[src/verilog/cantmc_params.svh]
`ifndef CANTMC_PARAMS_SVH
`define CANTMC_PARAMS_SVH

// register byte offsets
`define CANTMC_CTRL_OFS 8'h00
`define CANTMC_STATUS_OFS 8'h04
`define CANTMC_IRQ_STAT_OFS 8'h08
`define CANTMC_IRQ_MASK_OFS 8'h0c

// control register fields
`define CANTMC_CTRL_MC_LSB 0
`define CANTMC_CTRL_MC_MSB 2
`define CANTMC_CTRL_SWK_BIT 3
`define CANTMC_SWK_RST 1'b0

// mode-change command codes
`define CANTMC_MC_SLEEP 3'h1
`define CANTMC_MC_STANDBY 3'h2
`define CANTMC_MC_RX_ONLY 3'h3
`define CANTMC_MC_NORMAL 3'h4

// mode codes shown in the status register
`define CANTMC_CODE_POWER_UP 3'h0
`define CANTMC_CODE_NORMAL 3'h1
`define CANTMC_CODE_RX_ONLY 3'h2
`define CANTMC_CODE_STANDBY 3'h3
`define CANTMC_CODE_SLEEP_WUP 3'h4
`define CANTMC_CODE_SEL_WAKE 3'h5
`define CANTMC_CODE_SEL_SLEEP 3'h6

// status register fields
`define CANTMC_ST_MODE_LSB 0
`define CANTMC_ST_MODE_MSB 2
`define CANTMC_ST_SWK_BIT 3
`define CANTMC_ST_WUP_BIT 4
`define CANTMC_ST_VIO_UV_BIT 5
`define CANTMC_ST_VCC_UV_BIT 6
`define CANTMC_ST_SILENCE_BIT 7
`define CANTMC_ST_PEND_BIT 8

// interrupt status and mask fields
`define CANTMC_IRQ_W 5
`define CANTMC_IRQ_WUP_BIT 0
`define CANTMC_IRQ_WUF_BIT 1
`define CANTMC_IRQ_LWU_BIT 2
`define CANTMC_IRQ_UVSLP_BIT 3
`define CANTMC_IRQ_STBY_BIT 4
`define CANTMC_IRQ_MASK_RST 5'h00

// timing: clock rate and times in microseconds
`define CANTMC_CLK_MHZ 200
`define CANTMC_PON_US 100
`define CANTMC_VIO_UV_US 100
`define CANTMC_VCC_UV_US 100
`define CANTMC_SILENCE_US 1000

// axi response codes
`define CANTMC_RESP_OKAY 2'h0
`define CANTMC_RESP_SLVERR 2'h2

`endif

[src/verilog/cantmc_pkg.sv]
package cantmc_pkg;

  // operating modes and sleep sub-modes
  typedef enum logic [2:0] {
    power_up,
    normal_mode,
    rx_only_mode,
    standby_mode,
    sleep_wup,
    sel_wake,
    sel_sleep
  } cantmc_mode_t;

  // function enables derived from the mode
  typedef struct packed {
    logic tx_active;
    logic rx_normal;
    logic bias_on;
    logic txd_timeout_en;
    logic overtemp_en;
    logic uv_detect_en;
    logic supply_switch;
    logic wup_flag_en;
    logic wuf_monitor_en;
    logic local_wake_en;
  } cantmc_ctrl_t;

  // synchronised pin levels
  typedef struct packed {
    logic txd;
    logic bus_dom;
    logic vio_uv;
    logic vcc_uv;
    logic vbat_ok;
    logic vcc_ok;
    logic local_wake;
  } cantmc_pins_t;

endpackage : cantmc_pkg

[src/verilog/cantmc_top.sv]
// Function
// - low transmit input drives dominant, rx follows
// - transmit and monitor bus at once
// - low-power modes detect and signal wakes
// - four modes, sleep has three sub-modes
// - normal mode: transmitter and receiver active
// - normal: bias, timeout, overtemperature enabled
// - normal, rx-only: undervoltage detect, switch high
// - normal, rx-only: wake pattern flag not set
// - normal, rx-only: frame monitor only if enabled
// - normal, rx-only: local wake disabled
// - command enters normal from any mode except power-up
// - undervoltage, filter and silence expired: sleep
// - command requesting other mode leaves mode
// - rx-only: transmitter off, input blocked
// - rx-only: receiver output, bias on
// - rx-only: timeout, overtemperature disabled
// - command enters rx-only from any mode except power-up
// - power-on delay elapsed: enter stand-by
//
// The register offsets and register access over AXI4-Lite are this design's own decisions.
`timescale 1ns/10ps
`include "cantmc_params.svh"

// three-stage pin synchroniser, output moves when stages two and three agree
module cantmc_sync #(
  parameter int W = 1,
  parameter logic [W-1:0] RST = '0
) (
  input wire logic clk,
  input wire logic rst_n,
  input wire logic [W-1:0] d,
  output logic [W-1:0] q
);
  logic [W-1:0] s1_ff;
  logic [W-1:0] s2_ff;
  logic [W-1:0] s3_ff;

  // shift chain
  always_ff @(posedge clk or negedge rst_n) begin
    if (!rst_n) begin
      s1_ff <= RST;
      s2_ff <= RST;
      s3_ff <= RST;
    end else begin
      s1_ff <= d;
      s2_ff <= s1_ff;
      s3_ff <= s2_ff;
    end
  end

  // agreement filter per bit
  always_ff @(posedge clk or negedge rst_n) begin
    if (!rst_n) begin
      q <= RST;
    end else begin
      for (int i = 0; i < W; i++) begin
        if (s2_ff[i] == s3_ff[i]) begin
          q[i] <= s3_ff[i];
        end
      end
    end
  end
endmodule : cantmc_sync

// qualification timer: counts while qual is high, restarts when it drops
module cantmc_qual_timer #(
  parameter int unsigned LIMIT = 1
) (
  input wire logic clk,
  input wire logic rst_n,
  input wire logic qual,
  output logic expired
);
  logic [31:0] cnt_ff;

  // count up to the limit and hold
  always_ff @(posedge clk or negedge rst_n) begin
    if (!rst_n) begin
      cnt_ff <= 32'h0;
      expired <= 1'b0;
    end else if (!qual) begin
      cnt_ff <= 32'h0;
      expired <= 1'b0;
    end else if (cnt_ff < LIMIT) begin
      cnt_ff <= cnt_ff + 32'h1;
      expired <= (cnt_ff + 32'h1) >= LIMIT;
    end
  end
endmodule : cantmc_qual_timer

module cantmc_top #(
  parameter int unsigned PON_CYCLES = `CANTMC_PON_US * `CANTMC_CLK_MHZ,
  parameter int unsigned VIO_UV_CYCLES =
    `CANTMC_VIO_UV_US * `CANTMC_CLK_MHZ,
  parameter int unsigned VCC_UV_CYCLES =
    `CANTMC_VCC_UV_US * `CANTMC_CLK_MHZ,
  parameter int unsigned SILENCE_CYCLES =
    `CANTMC_SILENCE_US * `CANTMC_CLK_MHZ
) (
  input wire logic clk,
  input wire logic reset_n,
  // axi4-lite slave
  input wire logic [7:0] s_axi_awaddr,
  input wire logic s_axi_awvalid,
  output logic s_axi_awready,
  input wire logic [31:0] s_axi_wdata,
  input wire logic [3:0] s_axi_wstrb,
  input wire logic s_axi_wvalid,
  output logic s_axi_wready,
  output logic [1:0] s_axi_bresp,
  output logic s_axi_bvalid,
  input wire logic s_axi_bready,
  input wire logic [7:0] s_axi_araddr,
  input wire logic s_axi_arvalid,
  output logic s_axi_arready,
  output logic [31:0] s_axi_rdata,
  output logic [1:0] s_axi_rresp,
  output logic s_axi_rvalid,
  input wire logic s_axi_rready,
  // controller side
  input wire logic txd_in,
  output logic rxd_out,
  // bus side
  input wire logic bus_dominant_in,
  output logic bus_drive_dominant,
  output logic bus_bias_on,
  // supply monitors and detectors
  input wire logic logic_ref_undervoltage_level,
  input wire logic tx_supply_undervoltage_level,
  input wire logic battery_supply_ok,
  input wire logic tx_supply_ok,
  input wire logic local_wake_in,
  input wire logic wake_pattern_det,
  input wire logic wake_frame,
  // function enables and interrupt request
  output logic txd_timeout_en,
  output logic overtemp_en,
  output logic undervoltage_det_en,
  output logic supply_switch_out,
  output logic wake_frame_monitor_en,
  output logic irq
);

  logic rst_a_ff;
  logic rst_n_ff;
  cantmc_pkg::cantmc_pins_t pins_raw;
  cantmc_pkg::cantmc_pins_t pins;
  cantmc_pkg::cantmc_mode_t mode_ff;
  cantmc_pkg::cantmc_mode_t nxt_mode;
  cantmc_pkg::cantmc_ctrl_t ctl;
  logic pon_done;
  logic vio_uv_exp;
  logic vcc_uv_exp;
  logic silence_exp;
  logic uv_sleep;
  logic lwake_d_ff;
  logic lwake_edge;
  logic wup_ev;
  logic wuf_ev;
  logic lwu_ev;
  logic selective_wake_enable_ff;
  logic wup_flag_ff;
  logic wake_pend_ff;
  logic [`CANTMC_IRQ_W-1:0] irq_stat_ff;
  logic [`CANTMC_IRQ_W-1:0] irq_mask_ff;
  logic [`CANTMC_IRQ_W-1:0] irq_set;
  logic [`CANTMC_IRQ_W-1:0] nxt_irq_stat;
  logic aw_got_ff;
  logic w_got_ff;
  logic [7:0] aw_addr_ff;
  logic [31:0] w_data_ff;
  logic [3:0] w_strb_ff;
  logic aw_take;
  logic w_take;
  logic wr_do;
  logic ar_take;
  logic mc_valid;
  logic [2:0] mc_code;
  logic rd_stat;
  logic rd_status;
  logic [31:0] status_word;
  logic [2:0] mode_code;

  // reset release through two flip-flops
  always_ff @(posedge clk or negedge reset_n) begin
    if (!reset_n) begin
      rst_a_ff <= 1'b0;
      rst_n_ff <= 1'b0;
    end else begin
      rst_a_ff <= 1'b1;
      rst_n_ff <= rst_a_ff;
    end
  end

  // pins from outside the clock domain
  assign pins_raw = '{txd: txd_in, bus_dom: bus_dominant_in,
                      vio_uv: logic_ref_undervoltage_level,
                      vcc_uv: tx_supply_undervoltage_level,
                      vbat_ok: battery_supply_ok, vcc_ok: tx_supply_ok,
                      local_wake: local_wake_in};

  cantmc_sync #(
    .W($bits(cantmc_pkg::cantmc_pins_t)),
    .RST(7'h40)
  ) u_sync (
    .clk(clk),
    .rst_n(rst_n_ff),
    .d(pins_raw),
    .q(pins)
  );

  // supply filters, bus silence and power-on delay
  cantmc_qual_timer #(.LIMIT(VIO_UV_CYCLES)) u_vio_uv (
    .clk(clk), .rst_n(rst_n_ff), .qual(pins.vio_uv), .expired(vio_uv_exp)
  );
  cantmc_qual_timer #(.LIMIT(VCC_UV_CYCLES)) u_vcc_uv (
    .clk(clk), .rst_n(rst_n_ff), .qual(pins.vcc_uv), .expired(vcc_uv_exp)
  );
  cantmc_qual_timer #(.LIMIT(SILENCE_CYCLES)) u_silence (
    .clk(clk), .rst_n(rst_n_ff), .qual(!pins.bus_dom),
    .expired(silence_exp)
  );
  cantmc_qual_timer #(.LIMIT(PON_CYCLES)) u_pon (
    .clk(clk), .rst_n(rst_n_ff),
    .qual((pins.vbat_ok || pins.vcc_ok) && mode_ff == cantmc_pkg::power_up),
    .expired(pon_done)
  );

  // undervoltage on either supply, filter expired, plus bus silence forces sleep
  assign uv_sleep = (vio_uv_exp || vcc_uv_exp) && silence_exp;

  // function enables per mode
  always_comb begin
    ctl = '0;
    case (mode_ff)
      cantmc_pkg::normal_mode: begin
        ctl.tx_active = 1'b1;
        ctl.rx_normal = 1'b1;
        ctl.bias_on = 1'b1;
        ctl.txd_timeout_en = 1'b1;
        ctl.overtemp_en = 1'b1;
        ctl.uv_detect_en = 1'b1;
        ctl.supply_switch = 1'b1;
        ctl.wuf_monitor_en = selective_wake_enable_ff;
      end
      cantmc_pkg::rx_only_mode: begin
        ctl.rx_normal = 1'b1;
        ctl.bias_on = 1'b1;
        ctl.uv_detect_en = 1'b1;
        ctl.supply_switch = 1'b1;
        ctl.wuf_monitor_en = selective_wake_enable_ff;
      end
      cantmc_pkg::standby_mode: begin
        ctl.uv_detect_en = 1'b1;
        ctl.supply_switch = 1'b1;
        ctl.wup_flag_en = !selective_wake_enable_ff;
        ctl.wuf_monitor_en = selective_wake_enable_ff;
        ctl.local_wake_en = 1'b1;
      end
      cantmc_pkg::sleep_wup: begin
        ctl.bias_on = !silence_exp;
        ctl.wup_flag_en = 1'b1;
        ctl.local_wake_en = 1'b1;
      end
      cantmc_pkg::sel_wake: begin
        ctl.bias_on = 1'b1;
        ctl.wuf_monitor_en = 1'b1;
        ctl.local_wake_en = 1'b1;
      end
      cantmc_pkg::sel_sleep: begin
        ctl.local_wake_en = 1'b1;
      end
      default: begin
        ctl = '0;
      end
    endcase
  end

  // wake events gated by the function enables of the mode; wake pattern also taken in sel_sleep
  assign lwake_edge = pins.local_wake != lwake_d_ff;
  assign lwu_ev = lwake_edge && ctl.local_wake_en;
  assign wuf_ev = wake_frame && ctl.wuf_monitor_en;
  assign wup_ev = wake_pattern_det && (ctl.wup_flag_en ||
                  mode_ff == cantmc_pkg::sel_sleep);

  always_ff @(posedge clk or negedge rst_n_ff) begin
    if (!rst_n_ff) begin
      lwake_d_ff <= 1'b0;
    end else begin
      lwake_d_ff <= pins.local_wake;
    end
  end

  // mode state machine: command first, then supply sleep, then wakes
  always_comb begin
    nxt_mode = mode_ff;
    case (mode_ff)
      cantmc_pkg::power_up: begin
        if (pon_done) begin
          nxt_mode = cantmc_pkg::standby_mode;
        end
      end
      cantmc_pkg::normal_mode, cantmc_pkg::rx_only_mode,
      cantmc_pkg::standby_mode: begin
        if (uv_sleep) begin
          nxt_mode = cantmc_pkg::sleep_wup;
        end
      end
      cantmc_pkg::sleep_wup: begin
        if (wup_ev || lwu_ev) begin
          nxt_mode = cantmc_pkg::standby_mode;
        end
      end
      cantmc_pkg::sel_wake: begin
        if (wuf_ev || lwu_ev) begin
          nxt_mode = cantmc_pkg::standby_mode;
        end else if (silence_exp) begin
          nxt_mode = cantmc_pkg::sel_sleep;
        end
      end
      cantmc_pkg::sel_sleep: begin
        if (lwu_ev) begin
          nxt_mode = cantmc_pkg::standby_mode;
        end else if (wup_ev) begin
          nxt_mode = cantmc_pkg::sel_wake;
        end
      end
      default: begin
        nxt_mode = cantmc_pkg::power_up;
      end
    endcase
    if (mc_valid && mode_ff != cantmc_pkg::power_up) begin
      case (mc_code)
        `CANTMC_MC_NORMAL: nxt_mode = cantmc_pkg::normal_mode;
        `CANTMC_MC_RX_ONLY: nxt_mode = cantmc_pkg::rx_only_mode;
        `CANTMC_MC_STANDBY: nxt_mode = cantmc_pkg::standby_mode;
        `CANTMC_MC_SLEEP: begin
          nxt_mode = selective_wake_enable_ff ? cantmc_pkg::sel_wake
                               : cantmc_pkg::sleep_wup;
        end
        default: begin
          nxt_mode = nxt_mode;
        end
      endcase
    end
  end

  always_ff @(posedge clk or negedge rst_n_ff) begin
    if (!rst_n_ff) begin
      mode_ff <= cantmc_pkg::power_up;
    end else begin
      mode_ff <= nxt_mode;
    end
  end

  // data path and function enable outputs
  always_ff @(posedge clk or negedge rst_n_ff) begin
    if (!rst_n_ff) begin
      bus_drive_dominant <= 1'b0;
      rxd_out <= 1'b1;
      bus_bias_on <= 1'b0;
      txd_timeout_en <= 1'b0;
      overtemp_en <= 1'b0;
      undervoltage_det_en <= 1'b0;
      supply_switch_out <= 1'b0;
      wake_frame_monitor_en <= 1'b0;
    end else begin
      bus_drive_dominant <= ctl.tx_active && !pins.txd;
      rxd_out <= ctl.rx_normal ? !pins.bus_dom
                               : !wake_pend_ff;
      bus_bias_on <= ctl.bias_on;
      txd_timeout_en <= ctl.txd_timeout_en;
      overtemp_en <= ctl.overtemp_en;
      undervoltage_det_en <= ctl.uv_detect_en;
      supply_switch_out <= ctl.supply_switch;
      wake_frame_monitor_en <= ctl.wuf_monitor_en;
    end
  end

  // axi write channel handshakes
  assign aw_take = s_axi_awvalid && s_axi_awready;
  assign w_take = s_axi_wvalid && s_axi_wready;
  assign wr_do = aw_got_ff && w_got_ff && !s_axi_bvalid;

  always_ff @(posedge clk or negedge rst_n_ff) begin
    if (!rst_n_ff) begin
      aw_got_ff <= 1'b0;
      w_got_ff <= 1'b0;
      aw_addr_ff <= 8'h00;
      w_data_ff <= 32'h0;
      w_strb_ff <= 4'h0;
      s_axi_awready <= 1'b0;
      s_axi_wready <= 1'b0;
      s_axi_bvalid <= 1'b0;
      s_axi_bresp <= `CANTMC_RESP_OKAY;
    end else begin
      if (aw_take) begin
        aw_addr_ff <= s_axi_awaddr;
      end
      if (w_take) begin
        w_data_ff <= s_axi_wdata;
        w_strb_ff <= s_axi_wstrb;
      end
      aw_got_ff <= (aw_got_ff || aw_take) && !wr_do;
      w_got_ff <= (w_got_ff || w_take) && !wr_do;
      s_axi_awready <= !(aw_got_ff || aw_take) || wr_do;
      s_axi_wready <= !(w_got_ff || w_take) || wr_do;
      if (wr_do) begin
        s_axi_bvalid <= 1'b1;
        s_axi_bresp <= (aw_addr_ff[7:2] <= `CANTMC_IRQ_MASK_OFS >> 2)
                       ? `CANTMC_RESP_OKAY : `CANTMC_RESP_SLVERR;
      end else if (s_axi_bready) begin
        s_axi_bvalid <= 1'b0;
      end
    end
  end

  // register writes: control issues a mode-change command
  assign mc_valid = wr_do && w_strb_ff[0] &&
                    aw_addr_ff[7:2] == `CANTMC_CTRL_OFS >> 2;
  assign mc_code = w_data_ff[`CANTMC_CTRL_MC_MSB:`CANTMC_CTRL_MC_LSB];

  always_ff @(posedge clk or negedge rst_n_ff) begin
    if (!rst_n_ff) begin
      selective_wake_enable_ff <= `CANTMC_SWK_RST;
      irq_mask_ff <= `CANTMC_IRQ_MASK_RST;
    end else if (wr_do && w_strb_ff[0]) begin
      if (aw_addr_ff[7:2] == `CANTMC_CTRL_OFS >> 2) begin
        selective_wake_enable_ff <= w_data_ff[`CANTMC_CTRL_SWK_BIT];
      end
      if (aw_addr_ff[7:2] == `CANTMC_IRQ_MASK_OFS >> 2) begin
        irq_mask_ff <= w_data_ff[`CANTMC_IRQ_W-1:0];
      end
    end
  end

  // axi read channel
  assign ar_take = s_axi_arvalid && s_axi_arready;
  assign rd_stat = ar_take && s_axi_araddr[7:2] == `CANTMC_IRQ_STAT_OFS >> 2;
  assign rd_status = ar_take && s_axi_araddr[7:2] == `CANTMC_STATUS_OFS >> 2;

  always_comb begin
    case (mode_ff)
      cantmc_pkg::normal_mode: mode_code = `CANTMC_CODE_NORMAL;
      cantmc_pkg::rx_only_mode: mode_code = `CANTMC_CODE_RX_ONLY;
      cantmc_pkg::standby_mode: mode_code = `CANTMC_CODE_STANDBY;
      cantmc_pkg::sleep_wup: mode_code = `CANTMC_CODE_SLEEP_WUP;
      cantmc_pkg::sel_wake: mode_code = `CANTMC_CODE_SEL_WAKE;
      cantmc_pkg::sel_sleep: mode_code = `CANTMC_CODE_SEL_SLEEP;
      default: mode_code = `CANTMC_CODE_POWER_UP;
    endcase
    status_word = 32'h0;
    status_word[`CANTMC_ST_MODE_MSB:`CANTMC_ST_MODE_LSB] = mode_code;
    status_word[`CANTMC_ST_SWK_BIT] = selective_wake_enable_ff;
    status_word[`CANTMC_ST_WUP_BIT] = wup_flag_ff;
    status_word[`CANTMC_ST_VIO_UV_BIT] = vio_uv_exp;
    status_word[`CANTMC_ST_VCC_UV_BIT] = vcc_uv_exp;
    status_word[`CANTMC_ST_SILENCE_BIT] = silence_exp;
    status_word[`CANTMC_ST_PEND_BIT] = wake_pend_ff;
  end

  always_ff @(posedge clk or negedge rst_n_ff) begin
    if (!rst_n_ff) begin
      s_axi_arready <= 1'b0;
      s_axi_rvalid <= 1'b0;
      s_axi_rdata <= 32'h0;
      s_axi_rresp <= `CANTMC_RESP_OKAY;
    end else begin
      s_axi_arready <= !s_axi_rvalid && !ar_take;
      if (ar_take) begin
        s_axi_rvalid <= 1'b1;
        s_axi_rresp <= `CANTMC_RESP_OKAY;
        case (s_axi_araddr[7:2])
          `CANTMC_CTRL_OFS >> 2: begin
            s_axi_rdata <= {28'h0, selective_wake_enable_ff, 3'h0};
          end
          `CANTMC_STATUS_OFS >> 2: s_axi_rdata <= status_word;
          `CANTMC_IRQ_STAT_OFS >> 2: s_axi_rdata <= {27'h0, irq_stat_ff};
          `CANTMC_IRQ_MASK_OFS >> 2: s_axi_rdata <= {27'h0, irq_mask_ff};
          default: begin
            s_axi_rdata <= 32'h0;
            s_axi_rresp <= `CANTMC_RESP_SLVERR;
          end
        endcase
      end else if (s_axi_rready) begin
        s_axi_rvalid <= 1'b0;
      end
    end
  end

  // wake flag, pending wake and sticky interrupt status; set beats clear
  assign irq_set[`CANTMC_IRQ_WUP_BIT] = wup_ev;
  assign irq_set[`CANTMC_IRQ_WUF_BIT] = wuf_ev;
  assign irq_set[`CANTMC_IRQ_LWU_BIT] = lwu_ev;
  // entry only, not every cycle spent in sleep under undervoltage
  assign irq_set[`CANTMC_IRQ_UVSLP_BIT] =
    nxt_mode == cantmc_pkg::sleep_wup &&
    mode_ff != cantmc_pkg::sleep_wup && uv_sleep && !mc_valid;
  assign irq_set[`CANTMC_IRQ_STBY_BIT] =
    mode_ff == cantmc_pkg::power_up && nxt_mode != mode_ff;
  assign nxt_irq_stat = (rd_stat ? '0 : irq_stat_ff) | irq_set;

  always_ff @(posedge clk or negedge rst_n_ff) begin
    if (!rst_n_ff) begin
      irq_stat_ff <= '0;
      irq <= 1'b0;
      wup_flag_ff <= 1'b0;
      wake_pend_ff <= 1'b0;
    end else begin
      irq_stat_ff <= nxt_irq_stat;
      irq <= |(nxt_irq_stat & irq_mask_ff);
      wup_flag_ff <= (wup_flag_ff && !rd_status) ||
                     (wup_ev && ctl.wup_flag_en);
      wake_pend_ff <= (wake_pend_ff && !ctl.rx_normal) ||
                      wup_ev || wuf_ev || lwu_ev;
    end
  end

endmodule : cantmc_top

[config.mk]
export PLATFORM = sky130hd
export DESIGN_NAME = cantmc_top
export DESIGN_NICKNAME = d
export VERILOG_FILES = /design/src/verilog/cantmc_pkg.sv /design/src/verilog/cantmc_top.sv
export VERILOG_INCLUDE_DIRS = /design/src /design/src/verilog
export SDC_FILE = /design/constraint.sdc
export NUM_CORES = 1
export LEC_CHECK = 0
export ABC_CLOCK_PERIOD_IN_PS = 7850
export BUFFER_PORTS_ARGS = -buffer_cell sky130_fd_sc_hd__buf_2
export CAP_MARGIN = 20
export CORE_MARGIN = 3
export CORE_UTILIZATION = 30
export DETAILED_ROUTE_END_ITERATION = 7
export SYNTH_ARGS = -nofsm -noshare
export SYNTH_HDL_FRONTEND = slang
export SYNTH_SLANG_ARGS = --single-unit
[constraint.sdc]
create_clock -name clk -period 7.85 [get_ports clk]
set_clock_uncertainty 0.2 [all_clocks]
set_input_delay 0.785 -clock clk [delete_from_list [all_inputs] [get_ports clk]]
set_output_delay 0.785 -clock clk [all_outputs]
set_load 0.005 [all_outputs]
* Word-level counts from Yosys, hierarchy flattened
Cells that the tools add are included.
** Storage, ports and cells
- RAM bits :: 0
- Bits in read-only memories :: 0
- Memories :: 0
- Word-level logic and storage cells :: 205
- Bits in registers :: 245
- Bits in latches :: 0
** Cells by class
- Multiplexer cells :: 45
- Multiply operators :: 0
- Reduce and logical (&&, ||, !) cells :: 68
- Magnitude comparators :: 9
- $add $sub $neg :: 4
- Divide/modulo/power cells :: 0
- Equality and inequality tests :: 28
- Shift-type cells :: 0
- Bitwise logic cells :: 2
** Operators with widths (count)
- 32-bit two-way mux :: 8
- 32-bit by 1-bit adder with 32-bit output, second input constant :: 4
- 32-bit by 15-bit >= comparator with 1-bit output, second input constant :: 3
- 32-bit by 15-bit < comparator with 1-bit output, second input constant :: 3
- 9-bit case mux with 4 select lines :: 1
- 32-bit by 18-bit >= comparator with 1-bit output, second input constant :: 1
- 32-bit by 18-bit < comparator with 1-bit output, second input constant :: 1
- 1-bit logical AND :: 26
- 3-bit two-way mux :: 8
- 6-bit by 2-bit == test with 1-bit output, second input constant :: 3
- 3-bit case mux with 6 select lines :: 1
- 1-bit two-way mux :: 17
- 3-bit == test, second input constant :: 5
- 3-bit case mux with 5 select lines :: 1
- 1-bit zero test :: 14
- 1-bit logical OR :: 13
- 3-bit by 2-bit == test with 1-bit output, second input constant :: 4
- 6-bit zero test :: 2
- 3-bit case mux with 4 select lines :: 1
- 2-bit two-way mux :: 4
- 4-bit OR reduction :: 2
- 1-bit == test :: 7
- 3-bit by 1-bit == test with 1-bit output, second input constant :: 2
- 6-bit by 1-bit == test with 1-bit output, second input constant :: 1
- other kinds (17) :: 24

* Longest topological paths before layout
- Word-level depth :: 16
- Depth in mapped cells :: 8
- Depth with buffers taken out :: 7

* Modules after synthesis
From an unflattened synthesis, not the netlist that was laid out.
** Unflattened totals
- Cell total of the unflattened synthesis :: 924
- Area total of the unflattened synthesis :: 10055.9 um^2
** Modules (own cells, without submodules)
- cantmc_qual_timer at u_pon ... :: seq. area each 825.8 um^2, area an instance 1611.5 um^2, cells each 156, instances 3
- cantmc_top :: seq. area each 1402.6 um^2, area an instance 2723.9 um^2, cells each 250, instances 1
- cantmc_qual_timer at u_silence :: seq. area each 825.8 um^2, area an instance 1712.9 um^2, cells each 171, instances 1
- cantmc_sync :: seq. area each 705.7 um^2, area an instance 784.5 um^2, cells each 35, instances 1

* Least setup slack after synthesis
No wires, ideal clock.
- Kind :: reg-to-reg
- From :: register u_vio_uv.cnt_ff[8]
- To :: register u_vio_uv.cnt_ff[9]
- Required time :: 7.531 ns
- Stages on the path, launching flop included :: 8
- Setup slack :: 5.422 ns
- Path buffers :: 1
- Data arrival time :: 2.109 ns
- Setup time :: 0.119 ns
- Cell sequence :: dfrtp_1 or4_1 a211o_1 a211oi_4 buf_6 nand3_1 xnor2_1 and2_1
** Between the ends
- Cells in the longest elaborated chain, start to end :: 3
- Elaborated cells between the ends (all ways) :: 5
- Those cells by class :: add/sub: 1; order compare: 1; eq/ne: 1; mux: 2
** RTL lines
- start: declaration :: RTL line cantmc_top.sv:75 : logic [31:0] cnt_ff;
- start signal: assignment :: RTL line cantmc_top.sv:86 : cnt_ff <= cnt_ff + 32'h1;
- 32-bit by 1-bit adder with 32-bit output :: RTL line cantmc_top.sv:86
- 32-bit two-way mux :: RTL line cantmc_top.sv:85 : end else if (cnt_ff < LIMIT) begin
- 32-bit two-way mux :: RTL line cantmc_top.sv:82 : end else if (!qual) begin
Parallel ways exist; a longest one is shown, timed or not. The select of a mux whose other input is x is not followed.
A chain may end at the register's enable or synchronous reset.

* Worst setup path in the final report
- From :: register u_pon.cnt_ff[6]
- To :: register u_pon.cnt_ff[29]
** Between the ends
- Cells in the longest elaborated chain, start to end :: 3
- Elaborated cells between the ends (all ways) :: 5
- Those cells by class :: add/sub: 1; order compare: 1; eq/ne: 1; mux: 2
** RTL lines (RTL line)
- start: declaration :: cantmc_top.sv:75
- start signal: assignment :: cantmc_top.sv:86
- 32-bit by 1-bit adder with 32-bit output :: cantmc_top.sv:86
- 32-bit two-way mux :: cantmc_top.sv:85
- 32-bit two-way mux :: cantmc_top.sv:82
Parallel ways exist; a longest one is shown, timed or not. The select of a mux whose other input is x is not followed.

==> flow_summary.yaml <==
clocking:
  cts_setup_buffers: 0
  cts_tree: "built"
  cts_max_level: 1
  clock_latency_ns: 0.51
  cts_resized: 0
  clockBufferDepth: 3
  cts_num_sinks: 216
  cts_root_buf: "clkbuf_16"
  hold_buffers: 1
  clk_pin_slew_ns: 0.06
  cts_buffers: 24
routing:
  vias: 6483
  drtPass1Iterations: 4
  viasPerCell: 4.73
  wirelength_mm: 18.9
  drt-wirelength-per-cell_um: 13.8
  drt_iter0_markers: 391
  antenna_left: 0
  drcViolationCount: 0
timing:
  min_period_ns: 2.97
  setup_violations: 0
  slew_headroom: 0.251
  tightest_slew_ns: 1.12
  holdWs_ns: 0.00264
  setup_slack_ns: 4.88
  maxSlewViolCount: 0
  clock.fmax_ghz: 0.337
  tns_ns: 0
  rsz0062_at_grt: "no"
  period_share: 0.378
  hold_violations: 0
cells_and_area:
  final_cells: 1372
  area_growth_pct: 14.3
  design_area_mm2: 0.0111
  seqCellArea_mm2: 0.00542
  layout.nets: 1027
  final_util: 0.349
  num-fill-cells: 3143
  drive_gt1_frac: 0.134
  multiInputGateArea_mm2: 0.00396
critical_path:
  crit_fanout: 18
  critPathMaxStageDelay_ns: 0.71
  r2r_slack_ns: 4.88
  start_kind: "flip-flop"
  rr_endpoint: "u_pon.cnt_ff[29]"
  crit_type: "reg -> reg"
  crit_required_ns: 8.04
  arrival_ns: 3.16
  crit_path_end_kind: "flip-flop"
  r2r_cells: 5
  r2r_start: "u_pon.cnt_ff[6]"
  slowest_stage: "a211oi_4"
  crit_path_cell_trace: "or4_1, a211o_1, a211oi_4, nor2_1, and2_1"
synth:
  synth.area.top_cells: "dfrtp_1, and2_1, xnor2_1"
  synthMuxAreaShare: 0.0236
  ys_warn_count: 0
  ys.flop_type: "dfrtp_1"
  synth_compound_area_frac: 0.0808
  synth_edf_count: 0
  synth_top_family_by_area: "simple AND/OR/NAND/NOR gates"
  yosys.area_share.simple: 0.221
  synth_area_mm2: 0.00969
  synth-async-reset-ratio: 1.00
  yosys-top-cells-count: "dfrtp_1, and2_1, nor2_1"
  yosysMostFrequentCell: "dfrtp_1"
  synth-adder-area-share: 0.0176
  syn-instance-count: 900
  yosys.area.top_type: "dfrtp_1"
  synth_seq_cells: 216
  yosys.area.top_type_share: 0.545
  syn_avg_cell_area_um2: 10.8
  ys_types: 60
  synth-xor-area-share: 0.0561
  ys_seq_area_frac: 0.559
grt:
  grt_antenna_before_repair: 1
  grt_util_all_layers: 0.111
  grt_max_degree: 197
  gr-total-overflow: 0
  grt_pass1_vias: 6256
  grt_pass1_wl_mm: 32.2
power_and_ir_drop:
  peakVddDrop_uv: 158
  power.share.clock: 0.403
  switching_power_mw: 0.711
  seq_power_share: 0.486
  netSwitchingFraction: 0.259
  power_density_mw_per_mm2: 248
  p_comb_frac: 0.111
  p_leak_nw: 4.92
  internal_power_mw: 2.04
  p_total_mw: 2.75
placement:
  port_buffers: 58
  gp_congestion: 0.828
  dp.cells: 1326
  placed_area_mm2: 0.0103
  post-place-ws_ns: 4.65
  hpwl_mm: 12.3
floorplanning:
  core_mm2: 0.0317
  die_area_mm2: 0.0345
  start_util: 0.305
  io_pins: 118
  row_count: 65
  fp.dieW_um: 186
  dieHeight_um: 186
worst_hold_path:
  hp-class: "reg -> async"
job:
  maxCapViolations: 0
outcome:
  outcome: "finished clean"
## power by group through the flow
stage                     Sequential, mW  Combinational, mW  Clock (mW)
after floorplan                     1.32              0.242           0
after global placement              1.35              0.303           0
after detailed placement            1.36              0.310           0
after CTS                           1.34              0.310        1.15
after global routing                1.36              0.356        1.19
final                               1.34              0.304        1.11
## state kept, by name (all words and copies together), names as in the netlist, 3 cells and up
register / count
u_sync.s3_ff: 7
aw_addr_ff: 6
u_silence.cnt_ff: 32
w_data_ff: 5
u_sync.q: 7
u_pon.cnt_ff: 32
irq_stat_ff: 5
u_vcc_uv.cnt_ff: 32
mode_ff: 3
s_axi_rdata: 9
u_sync.s2_ff: 7
irq_mask_ff: 5
u_vio_uv.cnt_ff: 32
u_sync.s1_ff: 7
## layout by cell type (no fill, tap or decap), types with 15 or more instances in the layout
master | synthesis | final
a21oi_1 | 16 | 16
and2_1 | 94 | 94
buf_2 | 0 | 58
clkbuf_16 | 0 | 25
conb_1 | 2 | 26
dfrtp_1 | 211 | 210
inv_1 | 16 | 16
mux2_2 | 15 | 15
nand2_1 | 60 | 60
nand3_1 | 28 | 28
nand4_1 | 31 | 31
nor2_1 | 70 | 70
nor3_1 | 18 | 18
nor4_1 | 23 | 23
o21ai_0 | 40 | 39
xnor2_1 | 48 | 48
## layout make-up
type                       count  share of cell area
antenna                        1            0.000226
clock buffer                  36              0.0656
clock inverter                 8             0.00644
inverter                      16             0.00542
multi-input combinational    631               0.358
sequential                   216               0.489
tap                          402              0.0454
timing repair buffer          62              0.0303
## how the worst max path moves through the flow
| stage | start | endpoint | cells past startpoint |
|---|---|---|---|
| 6_report | u_pon.cnt_ff[6] | u_pon.cnt_ff[29] | 5 |
| 5_1_grt | u_pon.cnt_ff[7] | u_pon.cnt_ff[26] | 5 |
| 4_1_cts | u_pon.cnt_ff[7] | u_pon.cnt_ff[29] | 5 |
| 3_5_place_dp | s_axi_araddr[5] | irq | 7 |
| 3_3_place_gp | s_axi_araddr[5] | irq | 7 |
| 2_1_floorplan | rst_n_ff | aw_addr_ff[2] | 0 |
## cells by family (layout without fill, tap and decap cells)
family	count (synthesis)	count (layout)
buf+inv	77	122
xor+xnor	62	62
fa+ha+maj	15	15
flops	216	216
other cells	2	27
simple gates	392	392
compound gates	115	115
mux	21	21
## worst max-delay path: cells and delay by family, from the launching register on
kind	cells	cell delay, ns
compound gates	2	1.06
flops	1	0.45
simple gates	3	1.14
## per-layer routing
| metal | up-vias | wire length (um) | track usage |
|---|---|---|---|
| met4 | 0 | 383 | 0.0277 |
| met3 | 30 | 946 | 0.0242 |
| met2 | 123 | 8060 | 0.161 |
| met5 | - | 0 | 0 |
| met1 | 3142 | 9520 | 0.168 |
| li1 | 3188 | - | - |
Power figures use the tool's default switching activity.
